===== config.mk =====
export PLATFORM = sky130hd
export DESIGN_NAME = cwd_can_wake
export DESIGN_NICKNAME = d
export VERILOG_FILES = /design/src/common/cwd_pkg.sv /design/src/design/cwd_can_wake.sv
export SDC_FILE = /design/constraint.sdc
export NUM_CORES = 1
export LEC_CHECK = 0
export ABC_AREA = 1
export CORE_MARGIN = 5
export CORE_UTILIZATION = 64
export CTS_BUF_LIST = sky130_fd_sc_hd__clkbuf_16
export CTS_CLUSTER_DIAMETER = 120
export DETAILED_ROUTE_END_ITERATION = 7
export DONT_BUFFER_PORTS = 1
export PLACE_DENSITY = 0.91
export REMOVE_ABC_BUFFERS = 1
export SYNTH_ARGS = -nofsm -noshare
export SYNTH_HDL_FRONTEND = slang
export SYNTH_SLANG_ARGS = --single-unit

===== constraint.sdc =====
create_clock -name ref_clk -period 2.3 [get_ports ref_clk]
set_input_delay 0.115 -clock ref_clk [delete_from_list [all_inputs] [get_ports ref_clk]]
set_output_delay 0.115 -clock ref_clk [all_outputs]
set_load 0.02 [all_outputs]

===== src/common/cwd_pkg.sv =====
package cwd_pkg;
	localparam int CLK_MHZ = 200;
	localparam real PULSE_MIN_US = 0.5;
	localparam real PULSE_MAX_US = 500.0;
	localparam real GAP_MAX_US = 500.0;
	localparam real HOLD_DLY_US = 40.0;
	localparam real NORM_DLY_US = 35.0;
	localparam real BUSMODE_DLY_US = 10.0;
	localparam real INT_PULSE_US = 10.0;
	localparam real DOM_TOUT_US = 360.0;
	// Least times round up, longest round down
	localparam int PULSE_MIN_CYC = int'($ceil(PULSE_MIN_US * CLK_MHZ));
	localparam int PULSE_MAX_CYC = int'($floor(PULSE_MAX_US * CLK_MHZ));
	localparam int GAP_MAX_CYC = int'($floor(GAP_MAX_US * CLK_MHZ));
	localparam int HOLD_DLY_CYC = int'($ceil(HOLD_DLY_US * CLK_MHZ));
	localparam int NORM_DLY_CYC = int'($ceil(NORM_DLY_US * CLK_MHZ));
	localparam int BUSMODE_DLY_CYC = int'($floor(BUSMODE_DLY_US * CLK_MHZ));
	localparam int INT_PULSE_CYC = int'($floor(INT_PULSE_US * CLK_MHZ));
	localparam int DOM_TOUT_CYC = int'($ceil(DOM_TOUT_US * CLK_MHZ));
	localparam int WAKE_PULSES = 3;
	localparam int CNT_W = 20;
	typedef enum logic [1:0] {
		MODE_STOP = 2'b00,
		MODE_HOLD = 2'b01,
		MODE_NORMAL = 2'b10
	} cwd_mode_t;
	typedef struct packed {
		logic modeValid;
		logic wakeOnly;
		logic active;
	} cwd_bus_cmd_t;
endpackage


===== src/design/cwd_can_wake.sv =====
`timescale 1ns/100ps
module cwd_can_wake #(
	parameter int PULSE_MAX_CYC = cwd_pkg::PULSE_MAX_CYC,
	parameter int GAP_MAX_CYC = cwd_pkg::GAP_MAX_CYC,
	parameter int HOLD_DLY_CYC = cwd_pkg::HOLD_DLY_CYC,
	parameter int NORM_DLY_CYC = cwd_pkg::NORM_DLY_CYC,
	parameter int BUSMODE_DLY_CYC = cwd_pkg::BUSMODE_DLY_CYC,
	parameter int INT_PULSE_CYC = cwd_pkg::INT_PULSE_CYC,
	parameter int DOM_TOUT_CYC = cwd_pkg::DOM_TOUT_CYC
) (
	input wire logic ref_clk,
	input wire logic srst,
	input wire logic busDomPin,
	input wire logic txPin,
	input wire logic chipSelPin,
	input wire logic watchdogService,
	input wire cwd_pkg::cwd_bus_cmd_t busCmd,
	input wire logic busWakeDisable,
	output logic busDrive,
	output logic rxPin,
	output logic wakeFlag,
	output logic intPinN,
	output logic mainRegulatorOutput,
	output logic resetReleased,
	output cwd_pkg::cwd_mode_t mode,
	output logic busActive
);
	localparam logic [cwd_pkg::CNT_W-1:0] P_MIN = cwd_pkg::CNT_W'(cwd_pkg::PULSE_MIN_CYC);
	localparam logic [cwd_pkg::CNT_W-1:0] P_MAX = cwd_pkg::CNT_W'(PULSE_MAX_CYC);
	localparam logic [cwd_pkg::CNT_W-1:0] G_MAX = cwd_pkg::CNT_W'(GAP_MAX_CYC);
	localparam logic [cwd_pkg::CNT_W-1:0] H_DLY = cwd_pkg::CNT_W'(HOLD_DLY_CYC);
	localparam logic [cwd_pkg::CNT_W-1:0] N_DLY = cwd_pkg::CNT_W'(NORM_DLY_CYC);
	localparam logic [cwd_pkg::CNT_W-1:0] B_DLY = cwd_pkg::CNT_W'(BUSMODE_DLY_CYC);
	localparam logic [cwd_pkg::CNT_W-1:0] I_LEN = cwd_pkg::CNT_W'(INT_PULSE_CYC);
	localparam logic [cwd_pkg::CNT_W-1:0] D_TOUT = cwd_pkg::CNT_W'(DOM_TOUT_CYC);

	// Two-flop synchronisers for pin inputs
	logic [1:0] domSync_reg;
	logic [1:0] txSync_reg;
	logic [1:0] csSync_reg;
	always_ff @(posedge ref_clk) begin
		if (srst) begin
			domSync_reg <= 2'h0;
			txSync_reg <= 2'h3;
			csSync_reg <= 2'h3;
		end else begin
			domSync_reg <= {domSync_reg[0], busDomPin};
			txSync_reg <= {txSync_reg[0], txPin};
			csSync_reg <= {csSync_reg[0], chipSelPin};
		end
	end
	logic busDom;
	logic txDom;
	logic csHigh;
	assign busDom = domSync_reg[1];
	assign txDom = ~txSync_reg[1];
	assign csHigh = csSync_reg[1];

	// Low-power receiver path; gated out when wake is disabled or bus active
	logic wakeSense;
	assign wakeSense = busDom & ~busWakeDisable & ~busActive;
	logic wakeSense_reg;
	logic csHigh_reg;
	always_ff @(posedge ref_clk) begin
		if (srst) begin
			wakeSense_reg <= 1'b0;
			csHigh_reg <= 1'b1;
		end else begin
			wakeSense_reg <= wakeSense;
			csHigh_reg <= csHigh;
		end
	end

	// Pulse width measurement, saturating past the upper limit
	logic [cwd_pkg::CNT_W-1:0] width_reg;
	always_ff @(posedge ref_clk) begin
		if (srst || !wakeSense)
			width_reg <= '0;
		else if (width_reg <= P_MAX)
			width_reg <= width_reg + 1'b1;
	end
	logic pulseEnd;
	logic pulseOk;
	logic pulseBad;
	assign pulseEnd = wakeSense_reg & ~wakeSense;
	assign pulseOk = pulseEnd && width_reg > P_MIN && width_reg < P_MAX;
	assign pulseBad = pulseEnd & ~pulseOk;

	// Gap timer and accepted-pulse counter
	logic [cwd_pkg::CNT_W-1:0] gap_reg;
	logic [1:0] pulses_reg;
	logic gapOut;
	logic wakeHit;
	assign gapOut = (pulses_reg != 2'h0) && gap_reg > G_MAX;
	assign wakeHit = pulseOk && pulses_reg == 2'(cwd_pkg::WAKE_PULSES - 1);
	always_ff @(posedge ref_clk) begin
		if (srst || pulseBad || gapOut || wakeHit) begin
			pulses_reg <= 2'h0;
			gap_reg <= '0;
		end else if (pulseOk) begin
			pulses_reg <= pulses_reg + 2'h1;
			gap_reg <= '0;
		end else if (pulses_reg != 2'h0 && !wakeSense) begin
			gap_reg <= gap_reg + 1'b1;
		end
	end

	// Sticky wake flag; set wins over the clearing bus-mode change
	always_ff @(posedge ref_clk) begin
		if (srst)
			wakeFlag <= 1'b0;
		else if (wakeHit)
			wakeFlag <= 1'b1;
		else if (busActive)
			wakeFlag <= 1'b0;
	end

	// Mode sequencer: stop, hold after select wake, normal after service
	logic [cwd_pkg::CNT_W-1:0] modeCnt_reg;
	logic csWake;
	assign csWake = csHigh & ~csHigh_reg;
	always_ff @(posedge ref_clk) begin
		if (srst) begin
			mode <= cwd_pkg::MODE_STOP;
			modeCnt_reg <= '0;
			mainRegulatorOutput <= 1'b0;
			resetReleased <= 1'b0;
		end else begin
			unique case (mode)
				cwd_pkg::MODE_STOP: begin
					if (modeCnt_reg != '0) begin
						if (modeCnt_reg == H_DLY) begin
							mode <= cwd_pkg::MODE_HOLD;
							modeCnt_reg <= '0;
							mainRegulatorOutput <= 1'b1;
							resetReleased <= 1'b1;
						end else
							modeCnt_reg <= modeCnt_reg + 1'b1;
					end else if (csWake)
						modeCnt_reg <= 20'h00001;
				end
				cwd_pkg::MODE_HOLD: begin
					if (modeCnt_reg != '0) begin
						if (modeCnt_reg == N_DLY) begin
							mode <= cwd_pkg::MODE_NORMAL;
							modeCnt_reg <= '0;
						end else
							modeCnt_reg <= modeCnt_reg + 1'b1;
					end else if (watchdogService)
						modeCnt_reg <= 20'h00001;
				end
				cwd_pkg::MODE_NORMAL: begin
					modeCnt_reg <= '0;
				end
				default: begin
					mode <= cwd_pkg::MODE_STOP;
					modeCnt_reg <= '0;
				end
			endcase
		end
	end

	// Bus mode change applied after a fixed latency of BUSMODE_DLY_CYC cycles
	logic [cwd_pkg::CNT_W-1:0] busCnt_reg;
	logic busPend_reg;
	logic busTarget_reg;
	always_ff @(posedge ref_clk) begin
		if (srst) begin
			busActive <= 1'b0;
			busCnt_reg <= '0;
			busPend_reg <= 1'b0;
			busTarget_reg <= 1'b0;
		end else if (busCmd.modeValid && mode == cwd_pkg::MODE_NORMAL) begin
			busPend_reg <= 1'b1;
			busTarget_reg <= busCmd.active;
			busCnt_reg <= '0;
		end else if (busPend_reg) begin
			if (busCnt_reg == B_DLY - 1'b1) begin
				busActive <= busTarget_reg;
				busPend_reg <= 1'b0;
			end else
				busCnt_reg <= busCnt_reg + 1'b1;
		end
	end

	// Low interrupt pulse on wake while in stop
	logic [cwd_pkg::CNT_W-1:0] intCnt_reg;
	always_ff @(posedge ref_clk) begin
		if (srst) begin
			intPinN <= 1'b1;
			intCnt_reg <= '0;
		end else if (wakeHit && mode == cwd_pkg::MODE_STOP) begin
			intPinN <= 1'b0;
			intCnt_reg <= '0;
		end else if (!intPinN) begin
			if (intCnt_reg == I_LEN - 1'b1)
				intPinN <= 1'b1;
			else
				intCnt_reg <= intCnt_reg + 1'b1;
		end
	end

	// Transmit path; a stuck dominant transmitter is cut off
	logic [cwd_pkg::CNT_W-1:0] domCnt_reg;
	logic domLock;
	assign domLock = domCnt_reg >= D_TOUT;
	always_ff @(posedge ref_clk) begin
		if (srst || !txDom)
			domCnt_reg <= '0;
		else if (!domLock)
			domCnt_reg <= domCnt_reg + 1'b1;
	end
	always_ff @(posedge ref_clk) begin
		if (srst) begin
			busDrive <= 1'b0;
			rxPin <= 1'b1;
		end else begin
			busDrive <= busActive & txDom & ~domLock;
			rxPin <= ~busDom;
		end
	end
endmodule


==> impl_results.md, run 1 <==
* Starting Density at approximately 65%
* # resized after CTS at 0
* Worst Clk Skew at 5.207 ps
* Std cell rows at 41
* Maximum VDD drop at 0.5151 mV
* Post-synth ARST share at 0%
* Startpoint types: input port
* Setup crit end kind: flip-flop
* Post-route ant nets at 0
* Vias in the first global route at 7,072
* Die area at 15,020 um^2
* Critical path data arrival time at 2350 ps
* Total Power at 5.216 mW
* CTS tree: done
* Post-Route Setup TNS at 0 ps
* PwrDens at 592.5 nW/um^2
* Pin slew with the least headroom to its limit at roughly 880 ps
* Adder-Cell Fraction of Synth Area at 1.852%
* DR pass1 iterations at 8
* GR Overflow Total at 0
* Reg power frac at between 40% and 50%
* GPL Wtd Cong at 0.9358
* Area growth syn-to-layout at 8.580%
* Simple-Gate Fraction of Synth Area at approximately two fifths
* Synth Cell Area at 8108 um^2
* Peak Freq at 488.2 MHz
* Total CTS buffers at 17
* Slew headroom at 40.93%
* Run status: complete, but fails checks
* Internal Power at between 3 and 4 mW
* Slew Limit Fails at 0
* Multiplexer share of the synthesized area at 0%
* Final Hold Viols at 0
* Antenna Cells at 0
* Met1 usage at between 30% and 40%
* Clock power frac at approximately 47%
* Sequential share of the synthesized area at 34.57%
* Final setup vio count at 0
* Num Clock Sinks at 140
* Met3 Usage GRT at 5.207%
* DR iter-0 viols at 702
* CP Data Required Time at roughly 2600 ps
* Cells after Synth at 1,233
* Switching power at 1.218 mW
* Violated checks: DRC
* H-tree level count at 4
* Sw Share at 23.36%
* Cell variety after synth at 41
* Nets at 1,261
* Kind of critical path: in -> reg
* Core box area at 12,520 um^2
* All-layer global routing usage at 24.42%
* Largest family of logic cells by synthesized area: simple AND/OR/NAND/NOR gates
* Pleak at about 3.3 nW
* Yosys Warn Count at 0
* First-pass GRT wire length at 30.32 mm
* Hpwl dp at 12.18 mm
* Vias at 7,544
* Worst-path clk slew at 60 ps
* Via density at 5.301
* Clk_lat worst skew at a little over 400 ps
* Drt total wl at 17.11 mm
* Die span in y at about 120 um
* Predominant post-synthesis flop cell: dfxtp_1
* Remaining DRCs at 2
* Tmin final at roughly 2000 ps
* IO Pins at 19
* Commonest non-fill, non-tap cell in the layout: nand2_1
* Most frequent cells in the layout: 309 x nand2_1, 172 x nor2_1, 156 x inv_1, 140 x dfxtp_1, 84 x nand3_1
* Average cell area after synthesis at roughly 6.6 um^2
* RSZ-0062 raised after global routing: no
* Post-CTS Setup Inserts at 0
* Initial antenna violation count at 0
* Synth Register Bits at 140
* Max-capacitance violation count at 0
* Worst R2R Path Depth at 13
* Die W at 122.6 um
* Largest buffer count on any clock path at 2
* Hold WC Path Type: in -> reg
* Worst-path maximum fanout at 22
* Logic pwr share at between 5 and 6%
* GR peak layer: met2
* Post-synthesis compound-gate area fraction at 7.207%
* Final Cycle Share at between 80% and 90%
* Post-synth EDFFs at 0
* Hold path depth at 2
* Clock root cell: clkbuf_16
* Xor/xnor share of the synthesized area at 7.238%
* Port Buf Inserts at 0
* Largest net degree at the start of global routing at 26
* Met2 GRT Util at 41.19%
* Routed len/inst at 12.02 um
* Fillers at 1,036
* Share of cells above drive strength 1 at 9.672%
==> cell families (layout without fill, tap and decap cells) <==
| family | after synthesis | after routing |
|---|---|---|
| xor gates and xnor gates | 67 | 67 |
| AOI/OAI and AO/OA | 109 | 109 |
| buffers and inverters | 199 | 217 |
| adders and majority gates | 12 | 12 |
| DFF | 140 | 140 |
| and+or+nand+nor | 706 | 706 |
==> layout make-up <==
| class | count | area, um^2 | share of cell area, % |
|---|---|---|---|
| Sequential cell | 140 | 2803 | 31.84 |
| Clock inverter | 14 | 106.4 | 1.208 |
| Tap cell | 172 | 215.2 | 2.445 |
| Timing Repair Buffer | 15 | 140.1 | 1.592 |
| Inverter | 171 | 644.4 | 7.320 |
| Multi-Input combinational cell | 894 | 4469 | 50.77 |
| Clock buffer | 17 | 425.4 | 4.832 |
==> path summary, 6_finish.rpt <==
check	to	slack (ps)	from
worst max-delay path	busCnt_reg[11]	250	srst
worst max register to register	intCnt_reg[12]	330	width_reg[0]
worst min-delay path	busTarget_reg	40	busCmd[2]
worst min register to register	rxPin	390	domSync_reg[1]
==> repair_timing <==
action	CTS	global route
setup endpoints to repair	0	0
hold endpoints to repair	30	0
hold buffers	6	0
==> power by group through the flow <==
stage               sequential [mW]  clock [mW]  combinational, mW
floorplan                      2.51           0              0.216
global placement               2.51           0              0.271
detailed placement             2.51           0              0.281
CTS                            2.46        2.49              0.298
global route                   2.46        2.60              0.340
finish                         2.46        2.45              0.299
==> through the flow <==
step                worst slack (ps)  utilization [%]  cells  instance area [um^2]  hold WS (ps)
finish                         251.7            70.33   1423                  8803         38.00
global placement               460.8            65.60   1386                  8212         188.2
detailed placement             382.2            65.60   1386                  8212         190.0
floorplan                      370.8                -   1205                  7916         184.1
global route                   118.6            70.33   1423                  8803         40.19
CTS                            263.0            70.33   1423                  8803         35.19
==> worst max-delay path, cell delays in order <==
cell and delay [ps]:
dlygate4sd3_1 1110, inv_1 440, nand2_1 360, buf_4 250
a21oi_1 50
==> cells in the mapped netlist (2+ instances only) <==
| library cell | number | area (um^2) |
|---|---|---|
| a21oi_2 | 2 | 17.52 |
| o211ai_1 | 2 | 15.01 |
| nand2_4 | 2 | 22.52 |
| inv_2 | 12 | 45.04 |
| xnor2_1 | 13 | 113.9 |
| buf_4 | 5 | 37.54 |
| a21oi_1 | 75 | 375.4 |
| nor3_1 | 35 | 175.2 |
| or2_0 | 2 | 12.51 |
| inv_1 | 156 | 585.6 |
| nor4_1 | 3 | 18.77 |
| nor2_1 | 172 | 645.6 |
| nand2_2 | 10 | 62.56 |
| clkbuf_1 | 4 | 15.01 |
| or2_2 | 4 | 25.02 |
| nand4_1 | 33 | 206.5 |
| nand3_2 | 4 | 40.04 |
| nor2_2 | 33 | 206.5 |
| nor2_4 | 2 | 22.52 |
| nand3b_1 | 5 | 37.54 |
| o21ai_0 | 20 | 100.1 |
| buf_6 | 7 | 78.83 |
| xor2_1 | 54 | 473.0 |
| buf_2 | 11 | 55.05 |
| dfxtp_1 | 140 | 2803 |
| nand2_1 | 309 | 1160 |
| nor3_2 | 5 | 50.05 |
| o21ai_2 | 5 | 43.79 |
| ha_1 | 12 | 150.1 |
| nand3_1 | 84 | 420.4 |
| clkinv_1 | 2 | 7.510 |
==> metal layers <==
| metal | share of wire [%] | up-vias |
|---|---|---|
| met5 | 0 | - |
| met4 | 2.1 | 0 |
| met1 | 45 | 3422 |
| met2 | 47 | 193 |
| met3 | 5.2 | 38 |
| li1 | - | 3891 |
Note: power is estimated with default switching activity, not from simulation.
==> run 2, diff against run 1 <==
--- a/config.mk
+++ b/config.mk
@@ -7,12 +7,12 @@
 export LEC_CHECK = 0
 export ABC_AREA = 1
 export CORE_MARGIN = 5
-export CORE_UTILIZATION = 64
+export CORE_UTILIZATION = 65
 export CTS_BUF_LIST = sky130_fd_sc_hd__clkbuf_16
 export CTS_CLUSTER_DIAMETER = 120
 export DETAILED_ROUTE_END_ITERATION = 7
 export DONT_BUFFER_PORTS = 1
-export PLACE_DENSITY = 0.91
+export PLACE_DENSITY = 0.92
 export REMOVE_ABC_BUFFERS = 1
 export SYNTH_ARGS = -nofsm -noshare
 export SYNTH_HDL_FRONTEND = slang
==> constraint.sdc (replaced) <==
create_clock -name ref_clk -period 2.5 [get_ports ref_clk]
set_input_delay 0.125 -clock ref_clk [delete_from_list [all_inputs] [get_ports ref_clk]]
set_output_delay 0.125 -clock ref_clk [all_outputs]
set_load 0.02 [all_outputs]
==> run 2 against run 1 <==
  * The flow now finishes without violations
  * Flip-flop and latch count is the same
  * Setup slack gained 170 ps
  * Global-route usage grew 0.34 points
  * Sequential share of layout area is essentially flat
  * Clock power is essentially flat
  * Core utilization grew 2.3 points
  * Critical path depth grew 8
  * Highest routed layer unchanged
==> impl_results.md, run 2 (synthesized netlist as in run 1, its figures left out) <==
* Worst reg-to-reg setup slack at 420 ps (+90 ps)
* Family with the most delay on the worst path: simple AND/OR/NAND/NOR gates
* Total CTS buffers at 17 (unchanged)
* CP dominant cell by count: nand2_1
* Critical R2R Capture: intCnt_reg[14]
* Setup crit end kind: flip-flop
* Vias in the first global route at 7,011 (-0.86%)
* Startpoint types: flip-flop
* Slowest CP cell: dfxtp_1
* Maximum VDD drop at 0.5508 mV (+6.9%)
* Die area at 14,810 um^2 (-1.4%)
* Storage cell area at 2803 um^2 (unchanged)
* Num Clock Sinks at 140 (unchanged)
* Die span in y at 121.7 um (-0.71%)
* Levels on crit path at 13 (+8)
* Post-Layout Inst Area at 8798 um^2 (about the same)
* Critical Path Max Stage Delay at 400 ps (-710 ps)
* Vias at 7,493 (-0.68%)
* Port Buf Inserts at 0 (unchanged)
* Post-Route Setup TNS at 0 ps (unchanged)
* Peak Freq at 480.4 MHz
* All-layer global routing usage at 24.76% (+0.34 points)
* Slew Limit Fails at 0 (unchanged)
* Worst R2R Path Depth at 13 (unchanged)
* Core box area at 12,110 um^2 (-3.2%)
* DR pass1 iterations at 6 (-2)
* Min Hold Slack at 34.77 ps (-3.236 ps)
* Largest net degree at the start of global routing at 26 (unchanged)
* DP Worst Slack at 491.9 ps (+109.7 ps)
* Post-CTS Setup Inserts at 0 (unchanged)
* RSZ-0062 raised after global routing: no
* First-pass GRT wire length at 30.52 mm (+0.66%)
* H-tree level count at 4 (unchanged)
* Remaining DRCs at 0 (-2)
* IO Pins at 19 (unchanged)
* Starting Density at 66.94% (+2.2 points)
* Routed len/inst at 12.25 um (+1.9%)
* Kind of critical path: reg -> reg
* Fillers at 990 (-4.4%)
* Post-route ant nets at 0 (unchanged)
* CP Data Required Time at 2800 ps (+200 ps)
* Largest buffer count on any clock path at 2 (unchanged)
* GR Overflow Total at 0 (unchanged)
* Final Cycle Share at between 80% and 90%
* Clock root cell: clkbuf_16
* Reg2Reg Launch Point: width_reg[0]
* Worst-path clk slew at 60 ps (about the same)
* Final setup vio count at 0 (unchanged)
* DR iter-0 viols at 579 (-18%)
* Worst Clk Skew at 8.416 ps (+3.209 ps)
* Clk_lat worst skew at 420 ps (about the same)
* Post-route insts no fill at 1,416 (-0.49%)
* Area growth syn-to-layout at 8.519% (about the same)
* Tmin final at 2082 ps
* Nets at 1,259 (-0.16%)
* GPL Wtd Cong at 0.9399 (+0.44%)
* Max-capacitance violation count at 0 (unchanged)
* Commonest non-fill, non-tap cell in the layout: nand2_1
* Critical path data arrival time at 2380 ps (+30 ps)
* Hold WC Path Type: in -> reg
* Slew headroom at 42.89% (+2.0 points)
* Antenna Cells at 0 (unchanged)
* CTS tree: done
* Cells after DPL at 1,380 (-0.43%)
* Placed cell area at 8179 um^2 (-0.40%)
* Hpwl dp at 12.05 mm (-1.1%)
* Run status: finished, final reports clean
* Die W at 121.7 um (-0.71%)
* Footprint of the multi-input gates at 4469 um^2 (unchanged)
* Final Hold Viols at 0 (unchanged)
* Pleak at 3.309 nW (+0.38%)
* Std cell rows at 40 (-2.4%)
* Pin slew with the least headroom to its limit at 853.9 ps (-29.19 ps)
* PwrDens at 564.3 nW/um^2 (-4.8%)
* Drt total wl at 17.35 mm (+1.4%)
* Worst path bufs/invs at 2 (-1)
* Share of cells above drive strength 1 at 9.215% (-0.46 points)
* CP Launch Point: width_reg[0]
* Worst path cell trace: inv_1, ha_1, nand2_1, nand3_1, nand2_1, nand2_1, nand2_1, nand3_4, nor2_2, nand2_2, nand2_2, buf_4, nor2_1
* Initial antenna violation count at 0 (unchanged)
* Final worst slack at 418.4 ps (+166.6 ps)
* Most frequent cells in the layout: 309 x nand2_1, 172 x nor2_1, 157 x inv_1, 140 x dfxtp_1, 84 x nand3_1
* Via density at 5.292 (-0.19%)
* Crit path to: intCnt_reg[14]
* Worst-path maximum fanout at 20 (-9.1%)
## run 2: cell types whose count changed in the layout (fill, tap and decap cells not counted), sizes merged
cell,change
clkinvlp,-4
buf,-2
bufinv,+2
inv,+1
## run 2: cell type report
cell class / instances / area share (%)
Inverter: 171 / 7.324
Clock inverter: 13 / 1.522
Tap cell: 168 / 2.389
Multi-Input combinational cell: 894 / 50.80
Timing Repair Buffer: 13 / 1.280
Clock buffer: 17 / 4.835
Sequential cell: 140 / 31.85
## run 2: how the worst min path moves through the flow
stage	from	end	slack (ps)	cells past startpoint
3_3_place_gp	srst	mode[0]	200	1
5_1_grt	busCmd[2]	busTarget_reg	60	2
2_1_floorplan	srst	busPend_reg	190	1
6_report	busCmd[2]	busTarget_reg	30	2
4_1_cts	busCmd[2]	busPend_reg	30	2
3_5_place_dp	srst	mode[0]	200	1
## run 2: stage by stage
step,utilization (%),power [mW]
after floorplan,-,2.510
after global placement,67.53,2.554
after detailed placement,67.53,2.563
after global routing,72.64,5.143
after CTS,72.64,5.000
final,72.64,4.965
## run 2: timing repair
item,4_1_cts,5_1_grt
hold endpoints to repair,30,0
resized for setup,0,0
hold buffers,6,0
## run 2: routing by layer
layer | part of all wire [%] | track usage, % | vias to the layer above
met4 | 2.4 | 10.57 | 0
met1 | 47 | 31.89 | 3405
li1 | - | - | 3892
met5 | 0 | 0 | -
met3 | 3.7 | 3.946 | 42
met2 | 47 | 41.21 | 154
## run 2: report_power, final
part / internal, mW / switching (mW) / total [mW]
clock network: 1.53 / 0.902 / 2.43
registers: 2.25 / 0.0164 / 2.27
logic: 0.0840 / 0.186 / 0.270
